--- src/hw/gpio_pkg.sv ---
`default_nettype none
// ==========================================================================
// Shared constants for the general-purpose port block.
package gpio_pkg;

  // ========================================================================
  // Widths and counts.
  localparam int PORT_W     = 8;
  localparam int NUM_BANKS  = 4;
  localparam int IDX_W      = 6;
  localparam int DATA_W     = 32;
  localparam int EXT_ADDR_W = 16;
  localparam int BANK_A     = 0;
  localparam int BANK_B     = 1;
  localparam int BANK_C     = 2;
  localparam int BANK_D     = 3;

  // ========================================================================
  // Register indices; the byte address is four times the index.
  localparam logic [IDX_W-1:0] BANK_A_OUT_IDX = 6'h1B;
  localparam logic [IDX_W-1:0] BANK_A_DIR_IDX = 6'h1A;
  localparam logic [IDX_W-1:0] BANK_A_PIN_IDX = 6'h19;
  localparam logic [IDX_W-1:0] BANK_B_OUT_IDX = 6'h18;
  localparam logic [IDX_W-1:0] BANK_B_DIR_IDX = 6'h17;
  localparam logic [IDX_W-1:0] BANK_B_PIN_IDX = 6'h16;
  localparam logic [IDX_W-1:0] BANK_C_OUT_IDX = 6'h15;
  localparam logic [IDX_W-1:0] BANK_C_DIR_IDX = 6'h14;
  localparam logic [IDX_W-1:0] BANK_C_PIN_IDX = 6'h13;
  localparam logic [IDX_W-1:0] BANK_D_OUT_IDX = 6'h12;
  localparam logic [IDX_W-1:0] BANK_D_DIR_IDX = 6'h11;
  localparam logic [IDX_W-1:0] BANK_D_PIN_IDX = 6'h10;
  localparam logic [IDX_W-1:0] EXT_CTRL_IDX   = 6'h20;
  localparam logic [IDX_W-1:0] EXT_ADDR_IDX   = 6'h21;
  localparam logic [IDX_W-1:0] EXT_DATA_IDX   = 6'h22;
  localparam logic [IDX_W-1:0] EXT_CMD_IDX    = 6'h23;

  localparam logic [IDX_W-1:0] OUT_IDX [NUM_BANKS] = '{BANK_A_OUT_IDX, BANK_B_OUT_IDX,
                                                      BANK_C_OUT_IDX, BANK_D_OUT_IDX};
  localparam logic [IDX_W-1:0] DIR_IDX [NUM_BANKS] = '{BANK_A_DIR_IDX, BANK_B_DIR_IDX,
                                                      BANK_C_DIR_IDX, BANK_D_DIR_IDX};
  localparam logic [IDX_W-1:0] PIN_IDX [NUM_BANKS] = '{BANK_A_PIN_IDX, BANK_B_PIN_IDX,
                                                      BANK_C_PIN_IDX, BANK_D_PIN_IDX};

  // ========================================================================
  // Field positions and reset values.
  localparam int CTRL_EN_BIT   = 0;
  localparam int CTRL_BUSY_BIT = 1;
  localparam int CMD_RD_BIT    = 0;
  localparam int CMD_WR_BIT    = 1;
  localparam logic [PORT_W-1:0]     LATCH_RST    = 8'h00;
  localparam logic [PORT_W-1:0]     DIR_RST      = 8'h00;
  localparam logic [EXT_ADDR_W-1:0] EXT_ADDR_RST = 16'h0000;
  localparam logic [DATA_W-1:0]     DATA_ZERO    = 32'h0000_0000;

  // ========================================================================
  // Timing: least reset pulse, rounded up to whole clock cycles.
  localparam int CLK_PERIOD_NS = 20;
  localparam int RESET_MIN_NS  = 50;
  localparam int RESET_MIN_CYC = (RESET_MIN_NS + CLK_PERIOD_NS - 1) / CLK_PERIOD_NS;

  // External memory access phases.
  typedef enum logic [1:0] {
    SEQ_IDLE = 2'b00,
    SEQ_ADDR = 2'b01,
    SEQ_DATA = 2'b10,
    SEQ_DONE = 2'b11
  } seq_state_t;

  // Tells whether a bus index selects a given register.
  function automatic logic reg_hit(input logic [IDX_W-1:0] idx, input logic [IDX_W-1:0] reg_idx);
    return idx == reg_idx;
  endfunction

endpackage
`default_nettype wire

--- src/hw/gpio_bank.sv ---
`timescale 1ns/100ps
`default_nettype none
// ==========================================================================
// One 8-line port: output latch, direction and pad drivers.
module gpio_bank
  import gpio_pkg::*;
#(
  parameter int WIDTH = PORT_W
) (
  input  wire logic             clk_i,
  input  wire logic             reset_n_i,
  input  wire logic             wr_out_i,
  input  wire logic             wr_dir_i,
  input  wire logic [WIDTH-1:0] wdata_i,
  input  wire logic             ovr_en_i,
  input  wire logic [WIDTH-1:0] ovr_out_i,
  input  wire logic [WIDTH-1:0] ovr_oe_i,
  output logic      [WIDTH-1:0] latch_o,
  output logic      [WIDTH-1:0] dir_o,
  output logic      [WIDTH-1:0] pad_out_o,
  output logic      [WIDTH-1:0] pad_oe_o,
  output logic      [WIDTH-1:0] pad_pu_o
);

  logic [WIDTH-1:0] latch_nxt;
  logic [WIDTH-1:0] dir_nxt;
  logic [WIDTH-1:0] out_nxt;
  logic [WIDTH-1:0] oe_nxt;
  logic [WIDTH-1:0] pu_nxt;

  // Register writes and the pad values that follow from them.
  always_comb begin
    latch_nxt = wr_out_i ? wdata_i : latch_o;
    dir_nxt   = wr_dir_i ? wdata_i : dir_o;
    if (ovr_en_i) begin
      out_nxt = ovr_out_i;
      oe_nxt  = ovr_oe_i;
      pu_nxt  = '0;
    end else begin
      out_nxt = latch_o;
      oe_nxt  = dir_o;
      pu_nxt  = ~dir_o & latch_o;
    end
  end

  // Software state, cleared with the clock.
  always_ff @(posedge clk_i) begin
    if (!reset_n_i) begin
      latch_o <= LATCH_RST;
      dir_o   <= DIR_RST;
    end else begin
      latch_o <= latch_nxt;
      dir_o   <= dir_nxt;
    end
  end

  // Pad drivers float the moment reset falls, with or without a clock.
  always_ff @(posedge clk_i or negedge reset_n_i) begin
    if (!reset_n_i) begin
      pad_out_o <= '0;
      pad_oe_o  <= '0;
      pad_pu_o  <= '0;
    end else begin
      pad_out_o <= out_nxt;
      pad_oe_o  <= oe_nxt;
      pad_pu_o  <= pu_nxt;
    end
  end

endmodule // gpio_bank
`default_nettype wire

--- src/hw/ext_bus_seq.sv ---
`timescale 1ns/100ps
`default_nettype none
// ==========================================================================
// Two-phase external memory access on the multiplexed lines.
module ext_bus_seq
  import gpio_pkg::*;
(
  input  wire logic                  clk_i,
  input  wire logic                  reset_n_i,
  input  wire logic                  start_rd_i,
  input  wire logic                  start_wr_i,
  input  wire logic [EXT_ADDR_W-1:0] addr_i,
  input  wire logic [PORT_W-1:0]     wdata_i,
  input  wire logic [PORT_W-1:0]     ad_i,
  output logic                       busy_o,
  output logic      [PORT_W-1:0]     ad_out_o,
  output logic                       ad_oe_o,
  output logic                       ale_o,
  output logic                       wr_n_o,
  output logic                       rd_n_o,
  output logic      [PORT_W-1:0]     rdata_o
);

  seq_state_t        state_r;
  seq_state_t        state_nxt;
  logic              is_wr_r;
  logic              is_wr_nxt;
  logic [PORT_W-1:0] ad_out_nxt;
  logic              ad_oe_nxt;
  logic              ale_nxt;
  logic              wr_n_nxt;
  logic              rd_n_nxt;
  logic [PORT_W-1:0] rdata_nxt;

  // Phase outputs are set on entry to each state; the pad stage adds one cycle.
  always_comb begin
    state_nxt  = state_r;
    is_wr_nxt  = is_wr_r;
    ad_out_nxt = ad_out_o;
    ad_oe_nxt  = 1'b0;
    ale_nxt    = 1'b0;
    wr_n_nxt   = 1'b1;
    rd_n_nxt   = 1'b1;
    rdata_nxt  = rdata_o;
    case (state_r)
      SEQ_IDLE: begin
        if (start_rd_i || start_wr_i) begin
          state_nxt  = SEQ_ADDR;
          is_wr_nxt  = start_wr_i;
          ale_nxt    = 1'b1;
          ad_oe_nxt  = 1'b1;
          ad_out_nxt = addr_i[PORT_W-1:0];
        end
      end
      SEQ_ADDR: begin
        state_nxt = SEQ_DATA;
        if (is_wr_r) begin
          ad_oe_nxt  = 1'b1;
          ad_out_nxt = wdata_i;
          wr_n_nxt   = 1'b0;
        end else begin
          rd_n_nxt = 1'b0;
        end
      end
      SEQ_DATA: begin
        state_nxt = SEQ_DONE;
      end
      SEQ_DONE: begin
        state_nxt = SEQ_IDLE;
        if (!is_wr_r) begin
          rdata_nxt = ad_i;
        end
      end
      default: begin
        state_nxt = SEQ_IDLE;
      end
    endcase
  end

  // State and phase registers.
  always_ff @(posedge clk_i) begin
    if (!reset_n_i) begin
      state_r  <= SEQ_IDLE;
      is_wr_r  <= 1'b0;
      ad_out_o <= '0;
      ad_oe_o  <= 1'b0;
      ale_o    <= 1'b0;
      wr_n_o   <= 1'b1;
      rd_n_o   <= 1'b1;
      rdata_o  <= '0;
    end else begin
      state_r  <= state_nxt;
      is_wr_r  <= is_wr_nxt;
      ad_out_o <= ad_out_nxt;
      ad_oe_o  <= ad_oe_nxt;
      ale_o    <= ale_nxt;
      wr_n_o   <= wr_n_nxt;
      rd_n_o   <= rd_n_nxt;
      rdata_o  <= rdata_nxt;
    end
  end

  assign busy_o = (state_r != SEQ_IDLE);

endmodule // ext_bus_seq
`default_nettype wire

--- src/hw/parallel_io_ports.sv ---
// Behaviour
// - Every port has eight individually bidirectional lines, each with a pull-up.
// - An input line enables its pull-up only when that pull-up is activated.
// - Any reset floats all port lines at once, asynchronously, even without clock.
// - A low reset longer than 50 ns resets the block without a clock; here only pads and strobes do, other registers reset on a clock edge.
// - With external memory enabled, the third port drives high address bits.
// - First access cycle puts low address out with latch strobe; second carries data.
// - Each port has output latch, direction and read-only pin registers, descending.
//
// Local design decision: the Wishbone slave port.
`timescale 1ns/100ps
`default_nettype none
// ==========================================================================
// Four general-purpose ports with a classic Wishbone register slave.
module parallel_io_ports
  import gpio_pkg::*;
(
  input  wire logic              clk_i,
  input  wire logic              reset_n_i,
  // Wishbone slave.
  input  wire logic              cyc_i,
  input  wire logic              stb_i,
  input  wire logic              we_i,
  input  wire logic [7:0]        adr_i,
  input  wire logic [3:0]        sel_i,
  input  wire logic [DATA_W-1:0] dat_i,
  output logic      [DATA_W-1:0] dat_o,
  output logic                   ack_o,
  // Port lines: pin level, drive value, drive enable, pull-up enable.
  input  wire logic [PORT_W-1:0] bank_a_lines_i,
  output wire logic [PORT_W-1:0] bank_a_lines_o,
  output wire logic [PORT_W-1:0] bank_a_lines_oe_o,
  output wire logic [PORT_W-1:0] bank_a_lines_pu_o,
  input  wire logic [PORT_W-1:0] bank_b_lines_i,
  output wire logic [PORT_W-1:0] bank_b_lines_o,
  output wire logic [PORT_W-1:0] bank_b_lines_oe_o,
  output wire logic [PORT_W-1:0] bank_b_lines_pu_o,
  input  wire logic [PORT_W-1:0] bank_c_lines_i,
  output wire logic [PORT_W-1:0] bank_c_lines_o,
  output wire logic [PORT_W-1:0] bank_c_lines_oe_o,
  output wire logic [PORT_W-1:0] bank_c_lines_pu_o,
  input  wire logic [PORT_W-1:0] bank_d_lines_i,
  output wire logic [PORT_W-1:0] bank_d_lines_o,
  output wire logic [PORT_W-1:0] bank_d_lines_oe_o,
  output wire logic [PORT_W-1:0] bank_d_lines_pu_o,
  // External memory strobes.
  output logic                   ale_o,
  output logic                   wr_n_o,
  output logic                   rd_n_o
);

  // ========================================================================
  // Declarations.
  logic [PORT_W-1:0]     pin_w     [NUM_BANKS];
  logic [PORT_W-1:0]     latch_w   [NUM_BANKS];
  logic [PORT_W-1:0]     dir_w     [NUM_BANKS];
  logic [PORT_W-1:0]     pad_out_w [NUM_BANKS];
  logic [PORT_W-1:0]     pad_oe_w  [NUM_BANKS];
  logic [PORT_W-1:0]     pad_pu_w  [NUM_BANKS];
  logic [NUM_BANKS-1:0]  wr_out_w;
  logic [NUM_BANKS-1:0]  wr_dir_w;
  logic [NUM_BANKS-1:0]  ovr_en_w;
  logic [PORT_W-1:0]     ovr_out_w [NUM_BANKS];
  logic [PORT_W-1:0]     ovr_oe_w  [NUM_BANKS];
  logic [IDX_W-1:0]      idx_w;
  logic                  req_w;
  logic                  wr_req_w;
  logic                  ack_nxt;
  logic [DATA_W-1:0]     dat_nxt;
  logic                  ext_en_r;
  logic                  ext_en_nxt;
  logic [EXT_ADDR_W-1:0] ext_addr_r;
  logic [EXT_ADDR_W-1:0] ext_addr_nxt;
  logic [PORT_W-1:0]     ext_wdata_r;
  logic [PORT_W-1:0]     ext_wdata_nxt;
  logic                  start_rd_w;
  logic                  start_wr_w;
  logic                  seq_busy_w;
  logic [PORT_W-1:0]     seq_ad_out_w;
  logic                  seq_ad_oe_w;
  logic                  seq_ale_w;
  logic                  seq_wr_n_w;
  logic                  seq_rd_n_w;
  logic [PORT_W-1:0]     seq_rdata_w;

  // Pin levels gathered by bank number.
  assign pin_w[BANK_A] = bank_a_lines_i;
  assign pin_w[BANK_B] = bank_b_lines_i;
  assign pin_w[BANK_C] = bank_c_lines_i;
  assign pin_w[BANK_D] = bank_d_lines_i;

  // ========================================================================
  // Bus request qualification; each request is taken once, then acked.
  assign idx_w    = adr_i[7:2];
  assign req_w    = cyc_i && stb_i && !ack_o;
  assign wr_req_w = req_w && we_i;

  // Register decode for writes and reads.
  always_comb begin
    ack_nxt       = req_w;
    dat_nxt       = dat_o;
    ext_en_nxt    = ext_en_r;
    ext_addr_nxt  = ext_addr_r;
    ext_wdata_nxt = ext_wdata_r;
    start_rd_w    = 1'b0;
    start_wr_w    = 1'b0;
    for (int b = 0; b < NUM_BANKS; b++) begin
      wr_out_w[b] = wr_req_w && sel_i[0] && reg_hit(idx_w, OUT_IDX[b]);
      wr_dir_w[b] = wr_req_w && sel_i[0] && reg_hit(idx_w, DIR_IDX[b]);
    end
    if (wr_req_w) begin
      if (reg_hit(idx_w, EXT_CTRL_IDX) && sel_i[0]) begin
        ext_en_nxt = dat_i[CTRL_EN_BIT];
      end else if (reg_hit(idx_w, EXT_ADDR_IDX)) begin
        if (sel_i[0]) ext_addr_nxt[7:0]  = dat_i[7:0];
        if (sel_i[1]) ext_addr_nxt[15:8] = dat_i[15:8];
      end else if (reg_hit(idx_w, EXT_DATA_IDX) && sel_i[0]) begin
        ext_wdata_nxt = dat_i[PORT_W-1:0];
      end else if (reg_hit(idx_w, EXT_CMD_IDX) && sel_i[0] && ext_en_r && !seq_busy_w) begin
        start_rd_w = dat_i[CMD_RD_BIT] && !dat_i[CMD_WR_BIT];
        start_wr_w = dat_i[CMD_WR_BIT];
      end
    end
    if (req_w && !we_i) begin
      dat_nxt = DATA_ZERO;
      for (int b = 0; b < NUM_BANKS; b++) begin
        if (reg_hit(idx_w, OUT_IDX[b])) begin
          dat_nxt[PORT_W-1:0] = latch_w[b];
        end else if (reg_hit(idx_w, DIR_IDX[b])) begin
          dat_nxt[PORT_W-1:0] = dir_w[b];
        end else if (reg_hit(idx_w, PIN_IDX[b])) begin
          dat_nxt[PORT_W-1:0] = pin_w[b];
        end
      end
      if (reg_hit(idx_w, EXT_CTRL_IDX)) begin
        dat_nxt[CTRL_EN_BIT]   = ext_en_r;
        dat_nxt[CTRL_BUSY_BIT] = seq_busy_w;
      end else if (reg_hit(idx_w, EXT_ADDR_IDX)) begin
        dat_nxt[EXT_ADDR_W-1:0] = ext_addr_r;
      end else if (reg_hit(idx_w, EXT_DATA_IDX)) begin
        dat_nxt[PORT_W-1:0] = seq_rdata_w;
      end
    end
  end

  // Bus answer and external access settings.
  always_ff @(posedge clk_i) begin
    if (!reset_n_i) begin
      ack_o       <= 1'b0;
      dat_o       <= DATA_ZERO;
      ext_en_r    <= 1'b0;
      ext_addr_r  <= EXT_ADDR_RST;
      ext_wdata_r <= LATCH_RST;
    end else begin
      ack_o       <= ack_nxt;
      dat_o       <= dat_nxt;
      ext_en_r    <= ext_en_nxt;
      ext_addr_r  <= ext_addr_nxt;
      ext_wdata_r <= ext_wdata_nxt;
    end
  end

  // ========================================================================
  // External memory sequencer.
  ext_bus_seq u_seq (
    .clk_i      (clk_i),
    .reset_n_i  (reset_n_i),
    .start_rd_i (start_rd_w),
    .start_wr_i (start_wr_w),
    .addr_i     (ext_addr_r),
    .wdata_i    (ext_wdata_r),
    .ad_i       (bank_a_lines_i),
    .busy_o     (seq_busy_w),
    .ad_out_o   (seq_ad_out_w),
    .ad_oe_o    (seq_ad_oe_w),
    .ale_o      (seq_ale_w),
    .wr_n_o     (seq_wr_n_w),
    .rd_n_o     (seq_rd_n_w),
    .rdata_o    (seq_rdata_w)
  );

  // Strobe pins share the pad stage timing and go idle with reset.
  always_ff @(posedge clk_i or negedge reset_n_i) begin
    if (!reset_n_i) begin
      ale_o  <= 1'b0;
      wr_n_o <= 1'b1;
      rd_n_o <= 1'b1;
    end else begin
      ale_o  <= seq_ale_w && ext_en_r;
      wr_n_o <= seq_wr_n_w || !ext_en_r;
      rd_n_o <= seq_rd_n_w || !ext_en_r;
    end
  end

  // ========================================================================
  // Ports: A carries address/data and C high address while memory is enabled.
  always_comb begin
    for (int b = 0; b < NUM_BANKS; b++) begin
      ovr_en_w[b]  = 1'b0;
      ovr_out_w[b] = '0;
      ovr_oe_w[b]  = '0;
    end
    ovr_en_w[BANK_A]  = ext_en_r;
    ovr_out_w[BANK_A] = seq_ad_out_w;
    ovr_oe_w[BANK_A]  = {PORT_W{seq_ad_oe_w}};
    ovr_en_w[BANK_C]  = ext_en_r;
    ovr_out_w[BANK_C] = ext_addr_r[EXT_ADDR_W-1:PORT_W];
    ovr_oe_w[BANK_C]  = '1;
  end

  for (genvar g = 0; g < NUM_BANKS; g++) begin : g_bank
    gpio_bank #(.WIDTH(PORT_W)) u_bank (
      .clk_i     (clk_i),
      .reset_n_i (reset_n_i),
      .wr_out_i  (wr_out_w[g]),
      .wr_dir_i  (wr_dir_w[g]),
      .wdata_i   (dat_i[PORT_W-1:0]),
      .ovr_en_i  (ovr_en_w[g]),
      .ovr_out_i (ovr_out_w[g]),
      .ovr_oe_i  (ovr_oe_w[g]),
      .latch_o   (latch_w[g]),
      .dir_o     (dir_w[g]),
      .pad_out_o (pad_out_w[g]),
      .pad_oe_o  (pad_oe_w[g]),
      .pad_pu_o  (pad_pu_w[g])
    );
  end

  assign bank_a_lines_o    = pad_out_w[BANK_A];
  assign bank_a_lines_oe_o = pad_oe_w[BANK_A];
  assign bank_a_lines_pu_o = pad_pu_w[BANK_A];
  assign bank_b_lines_o    = pad_out_w[BANK_B];
  assign bank_b_lines_oe_o = pad_oe_w[BANK_B];
  assign bank_b_lines_pu_o = pad_pu_w[BANK_B];
  assign bank_c_lines_o    = pad_out_w[BANK_C];
  assign bank_c_lines_oe_o = pad_oe_w[BANK_C];
  assign bank_c_lines_pu_o = pad_pu_w[BANK_C];
  assign bank_d_lines_o    = pad_out_w[BANK_D];
  assign bank_d_lines_oe_o = pad_oe_w[BANK_D];
  assign bank_d_lines_pu_o = pad_pu_w[BANK_D];

  // ========================================================================
  // Checks.
  int unsigned low_cnt_r;

  // Counts clock edges with reset held low, for the least-pulse check.
  always_ff @(posedge clk_i) begin
    low_cnt_r <= reset_n_i ? 0 : low_cnt_r + 1;
  end
endmodule // parallel_io_ports
`default_nettype wire

--- config.mk ---
export PLATFORM = sky130hd
export DESIGN_NAME = parallel_io_ports
export DESIGN_NICKNAME = d
export VERILOG_FILES = /design/src/hw/gpio_pkg.sv /design/src/hw/gpio_bank.sv /design/src/hw/ext_bus_seq.sv /design/src/hw/parallel_io_ports.sv
export SDC_FILE = /design/constraint.sdc
export NUM_CORES = 1
export LEC_CHECK = 0
export BUFFER_PORTS_ARGS = -buffer_cell sky130_fd_sc_hd__buf_2
export CAP_MARGIN = 10
export CELL_PAD_IN_SITES_DETAIL_PLACEMENT = 0
export CELL_PAD_IN_SITES_GLOBAL_PLACEMENT = 1
export CORE_ASPECT_RATIO = 0.8
export CORE_MARGIN = 4
export CORE_UTILIZATION = 38
export CTS_CLUSTER_DIAMETER = 80
export CTS_CLUSTER_SIZE = 25
export DETAILED_ROUTE_END_ITERATION = 7
export PLACE_DENSITY_LB_ADDON = 0.3
export RECOVER_POWER = 25
export SLEW_MARGIN = 20
export SYNTH_ARGS = -nofsm -noshare
export SYNTH_HDL_FRONTEND = slang
export SYNTH_HIERARCHICAL = 1
export SYNTH_SLANG_ARGS = --single-unit
--- constraint.sdc ---
create_clock -name clk_i -period 2.1 [get_ports clk_i]
set_input_delay 0.21 -clock clk_i [delete_from_list [all_inputs] [get_ports clk_i]]
set_output_delay 0.21 -clock clk_i [all_outputs]
set_load 0.02 [all_outputs]
## Word level (Yosys, flattened, before mapping)

Index checks and enable logic that the tools add are counted.

| operators by class | value |
|---|---|
| equality and inequality tests | 21 |
| bitwise logic cells | 11 |
| mux-type cells | 42 |
| reduce and logical (&&, ||, !) cells | 40 |

Operators by type and width:

| operator | number |
|---|---|
| $mux 8 | 23 |
| $eq 6x5->1 const B | 12 |
| $and 8x8->8 | 4 |
| $not 8->8 | 4 |
| $eq 6x6->1 const B | 4 |
| $logic_and 1x1->1 | 20 |
| $pmux 8 s2 | 1 |
| $mux 14 | 1 |
| $mux 1 | 13 |
| $reduce_and 4->1 | 3 |
| $reduce_and 2->1 | 5 |
| $pmux 2 s4 | 1 |
| $logic_not 1->1 | 5 |
| $eq 2x2->1 const B | 2 |
| $mux 2 | 2 |
| $ne 2x1->1 const B | 2 |
| $reduce_bool 2->1 | 2 |
| $logic_or 1x1->1 | 3 |
| $not 1->1 | 3 |
| $reduce_and 3->1 | 1 |
| $eq 2x1->1 const B | 1 |
| $logic_not 2->1 | 1 |
| $pmux 1 s2 | 1 |

| word-level totals | value |
|---|---|
| flip-flop bits (word level) | 228 |
| bits of input ports | 81 |

## Longest topological paths before layout

| logic depth | value |
|---|---|
| word-level depth | 16 |
| mapped depth | 10 |

## By module

The synthesis kept the hierarchy.

Modules (own cells, without submodules):

| module | instances | area each (um^2) | cells an instance | seq. area each (um^2) |
|---|---|---|---|---|
| gpio_bank | 4 | 1483.9 | 117 | 920.9 |
| parallel_io_ports | 1 | 3165.5 | 407 | 918.4 |
| ext_bus_seq | 1 | 1021.0 | 97 | 460.4 |

## Worst setup path before layout

OpenSTA, ideal clock, no wires.

| path | value |
|---|---|
| path kind | register to register |
| start point | register ack_o |
| end point | register u_seq.ad_out_o[0] |
| stages on the path, launching flop included | 9 |
| path slack | -0.042 ns |
| data required time | 1.984 ns |
| arrival time | 2.026 ns |
| buffers on the path | 1 |
| cell sequence | dfxtp_1 -> and4b_1 -> nand2_1 -> nor2_1 -> and3_1 -> or3b_4 -> and2_4 -> buf_6 -> o211a_1 |

| on the way | value |
|---|---|
| longest elaborated chain between the ends | 7 |
| elaborated cells between the ends (all ways) | 8 |
| those cells by class | 1 x eq/ne; 2 x mux; 5 x reduce/logical |

RTL lines:

| element | RTL line | RTL |
|---|---|---|
| start, declared | parallel_io_ports.sv:28 | `output logic ack_o,` |
| start signal, assigned | parallel_io_ports.sv:155 | `ack_o <= ack_nxt;` |
| $logic_not 1->1 | parallel_io_ports.sv:95 | `assign req_w = cyc_i && stb_i && !ack_o;` |
| $logic_and 1x1->1 | parallel_io_ports.sv:95 |  |
| $logic_and 1x1->1 | parallel_io_ports.sv:96 | `assign wr_req_w = req_w && we_i;` |
| $mux 1 | parallel_io_ports.sv:111 | `if (wr_req_w) begin` |
| via start_wr_w | parallel_io_ports.sv:77 | `logic start_wr_w;` |
| $logic_or 1x1->1 | ext_bus_seq.sv:47 | `if (start_rd_i \|\| start_wr_i) begin` |
| $ne 2x1->1 (no source line) | n/a |  |
| $reduce_and 3->1 (no source line) | n/a |  |
| end signal, assigned | ext_bus_seq.sv:94 | `ad_out_o <= ad_out_nxt;` |
| end, declared | ext_bus_seq.sv:16 | `output logic [PORT_W-1:0] ad_out_o,` |

The timed path passes the listed nets, and every way through them passes these cells.
A chain may end at the register's enable or synchronous reset.

## Worst setup path in the final report

| path | value |
|---|---|
| start point | register u_seq.state_r[0] |
| end point | register u_seq.ad_out_o[5] |

| on the way | value |
|---|---|
| longest elaborated chain between the ends | 11 |
| elaborated cells between the ends (all ways) | 21 |
| those cells by class | 3 x eq/ne; 11 x mux; 7 x reduce/logical |

RTL lines:

| element | RTL line | RTL |
|---|---|---|
| start, declared | ext_bus_seq.sv:24 | `seq_state_t state_r;` |
| start signal, assigned | ext_bus_seq.sv:92 | `state_r <= state_nxt;` |
| $reduce_bool 2->1 | ext_bus_seq.sv:103 | `assign busy_o = (state_r != SEQ_IDLE);` |
| via seq_busy_w | parallel_io_ports.sv:78 | `logic seq_busy_w;` |
| $logic_not 1->1 | parallel_io_ports.sv:119 | `end else if (reg_hit(idx_w, EXT_CMD_IDX) && sel_i[0] && ext_en_r && !seq_busy_w) begin` |
| $logic_and 1x1->1 | parallel_io_ports.sv:119 |  |
| $mux 1 | parallel_io_ports.sv:119 |  |
| $mux 1 | parallel_io_ports.sv:117 | `end else if (reg_hit(idx_w, EXT_DATA_IDX) && sel_i[0]) begin` |
| $mux 1 | parallel_io_ports.sv:114 | `end else if (reg_hit(idx_w, EXT_ADDR_IDX)) begin` |
| $mux 1 | parallel_io_ports.sv:112 | `if (reg_hit(idx_w, EXT_CTRL_IDX) && sel_i[0]) begin` |
| $mux 1 | parallel_io_ports.sv:111 |  |
| via start_rd_w | parallel_io_ports.sv:76 | `logic start_rd_w;` |
| $logic_or 1x1->1 | ext_bus_seq.sv:47 |  |
| $ne 2x1->1 (no source line) | n/a |  |
| $reduce_and 3->1 (no source line) | n/a |  |

The timed path passes the listed nets, and every way through them passes these cells.

==> results.md <==
* Status: complete, no violations
* WS Path Type: register to register
* Min Hold Slack at 0.0195 ns
* Cell Chain, Critical Path: inv_1, ha_1, inv_2, nor3b_2, and4b_1, or3b_4, and2_4, o211a_1
* R2R cell count at 8
* DR WL met2 at 12,600 um
* GR Util All Layers at 19.1%
* Hold Path Cell Cnt at 3
* Max Freq at 0.502 GHz
* Vias at 7,715
* Wire length on met3 at 1570 um
* DR iter-0 viols at 483
* Layout cells sized above 1 at 24.4%
* Critical path depth at 8
* Clk_skew at 0.0421 ns
* Avg Cell Area, Syn at 10.4 um2
* Vias per cell at 4.78
* Worst hold path class: input port to register
* Largest fanout on the critical path at 8
* Clk pin slew, worst setup/hold paths at 0.10 ns
* Post-synth EDFFs at 0
* Post-DP HPWL at 21,600 um
* Worst setup endpoint: u_seq/ad_out_o[5]
* Hold Crit Start: bank_a_lines_i[0]
* Port Buf Inserts at 176
* First-pass GRT wire length at 44,100 um
* Slowest CP cell: or3b_4
* Final wirelength at 28,800 um
* Netlist area before placement at 10,100 um2
* Reg2reg end: u_seq/ad_out_o[5]
* Final min period at 1.99 ns
* Chip height at 154 um
* Routed WL per cell at 17.8 um
* M1 WL at 14,100 um
* Top_reg_cell synth: dfxtp_1
* Clock root cell: clkbuf_16
* CTS tree: yes
* FF-to-FF setup slack at 0.11 ns
* Initial Utilization at 38.5%
* DR top layer: met4
* DRT antenna net count at 0
* Final Cell Area at 12,400 um2
* Die area at 29,300 um2
* Fin. Hold Viols at 0
* Largest net degree at the start of global routing at 55
* Vias in the first global route at 7,594
* Post-DP Area at 11,800 um2
* Pre-antenna DRT Iters at 5
* Synth area leader: dfxtp_1
* Routability congestion estimate at 0.906
* CP Capture Type: register
* CP delay by family, top: simple AND/OR/NAND/NOR gates
* Yosys cell types at 58
* Core Region at 26,300 um2
* Max-cap violations at 0
* Clock sinks at 228
* H-Tree Depth at 1
* Fillers at 2,595
* DRC at 0
* Asr flop ratio synth at 43.4%
* Commonest non-fill, non-tap cells in the layout: buf_2 (175), dfxtp_1 (126), nand2_1 (114)
* Cell count after synthesis at 972
* Worst Setup Start Kind: register
* Overflow after GRT at 0
* Synth top area cells: dfxtp_1 (26%), dfrtp_1 (24%), mux2i_1 (9.9%)
* Sequential fraction of the synthesis area at 50.0%
* Final Setup Violations at 0
* Share of the synthesized area in the top cell type at 25.5%
* Die Wd at 190 um
* Final Max Slew Viols at 0
* Ports at 213
* Area growth from synthesis to layout at 22.3%
* Clk buf depth at 3
* CP Data Required Time at 2.47 ns
* Crit. Startpoint: u_seq/state_r[0]
* LEAKAGE at 0.00568 uW
* CP bufs+invs at 2
* Largest stage delay, worst path at 0.44 ns
* Pwr per Cell Area at 669 nW/um2
* Seq cells post-synth at 228
* Clock Latency Late Sink at 0.51 ns
* Nets at 1,335
* RSZ-0062 raised after global routing: false
* CTS Buf Count at 14
* Worst slew pin tran at 0.811 ns
* R2R Path Start: u_seq/state_r[0]
* Slew margin rel. at 45.9%
* IR drop worst, VDD at 0.000381 V
* Std-Cell Rows at 53
* Period utilization at 94.9%
* Synth warn at 6
* Critical path arrival at 2.37 ns
* Initial antenna violation count at 1
* Most common cell after layout, fill and taps aside: buf_2
-- where the power goes --
group	internal, uW	total, uW	switching [uW]
clock	1320	2920	1590
combinational	379	911	532
sequential	4430	4460	33.4
total	6130	8290	2160
-- synth_stat cells, drive strengths merged (8+ instances only) --
| library cell | number |
|---|---|
| dfxtp | 129 |
| nand2 | 114 |
| mux2i | 100 |
| dfrtp | 97 |
| nor2b | 84 |
| nor2 | 77 |
| buf | 51 |
| mux2 | 43 |
| nand2b | 35 |
| nand3 | 27 |
| clkbuf | 20 |
| inv | 18 |
| a21boi | 16 |
| a22oi | 16 |
| o22ai | 16 |
| nor3 | 14 |
| a21oi | 13 |
| and3 | 9 |
| a221oi | 8 |
| nor3b | 8 |
| o211a | 8 |
| o211ai | 8 |
-- routing by layer --
metal  global-route usage [%]  vias up
met5                        0        -
met4                     3.73        0
met3                     3.54       35
met2                     29.3      206
met1                     28.3     3668
li1                         -     3806
-- area by class of cell --
type	instances	area [um2]	share of cell area, %
inverter	18	67.6	0.546
clock inverter	4	71.3	0.576
timing repair buffer	265	1620	13.1
clock buffer	20	373	3.01
sequential	228	5070	40.9
multi-input combinational	721	4740	38.3
tap	357	447	3.61
antenna	1	2.50	0.0202
-- through the flow --
step | power (uW) | instances | setup WS, ns | util (%) | TNS [ns]
3_3_place_gp | 5410 | 1569 | -0.140 | 44.9 | -1.50
6_report | 8290 | 1614 | 0.106 | 47.1 | 0
5_1_grt | 8650 | 1614 | 0.0254 | 47.1 | 0
2_1_floorplan | 5090 | 1038 | 0.0483 | - | 0
3_5_place_dp | 5420 | 1569 | -0.170 | 44.9 | -2.19
4_1_cts | 8380 | 1613 | 0.0332 | 47.4 | 0
-- what timing repair did --
item | 4_1_cts | 5_1_grt
cloned | 0 | 0
buffers inserted | 2 | 0
gates resized for setup | 0 | 3
hold endpoints to repair | 85 | 0
setup endpoints to repair | 2 | 9
hold buffers | 18 | 0
pin swaps | 1 | 0
-- how the worst min path moves through the flow --
stage                       endpoint  slack (ns)
floorplan                      ale_o       -0.09
global placement              rd_n_o        0.41
detailed placement            rd_n_o        0.41
CTS                 u_seq/rdata_o[0]       0.004
global route        u_seq/rdata_o[0]        0.03
finish              u_seq/rdata_o[0]        0.02
-- worst register-to-register path, stage by stage (launching register included) --
cell and delay, ns:
dfxtp_1 0.34, inv_1 0.08, ha_1 0.24, inv_2 0.09
nor3b_2 0.06, and4b_1 0.22, or3b_4 0.44, and2_4 0.19
o211a_1 0.20
-- cell families (layout without fill, tap and decap cells) --
group	after synthesis	in the layout	synth area share, %
AOI/OAI and AO/OA	111	111	8.32
adders and majority gates	6	6	0.742
buffers and inverters	89	307	5.11
DFF	228	228	50.0
muxes	143	143	15.9
and+or+nand+nor	393	393	19.9
other	2	69	0.0742
-- flip-flops by register name, indices dropped and copies added (netlist names), 2 cells and up --
| register | count |
|---|---|
| g_bank.u_bank/dir_o | 32 |
| g_bank.u_bank/latch_o | 32 |
| g_bank.u_bank/pad_oe_o | 32 |
| g_bank.u_bank/pad_out_o | 32 |
| g_bank.u_bank/pad_pu_o | 32 |
| dat_o | 16 |
| ext_addr_r | 16 |
| ext_wdata_r | 8 |
| u_seq/ad_out_o | 8 |
| u_seq/rdata_o | 8 |
| u_seq/state_r | 2 |
Power figures use the tool's default switching activity.
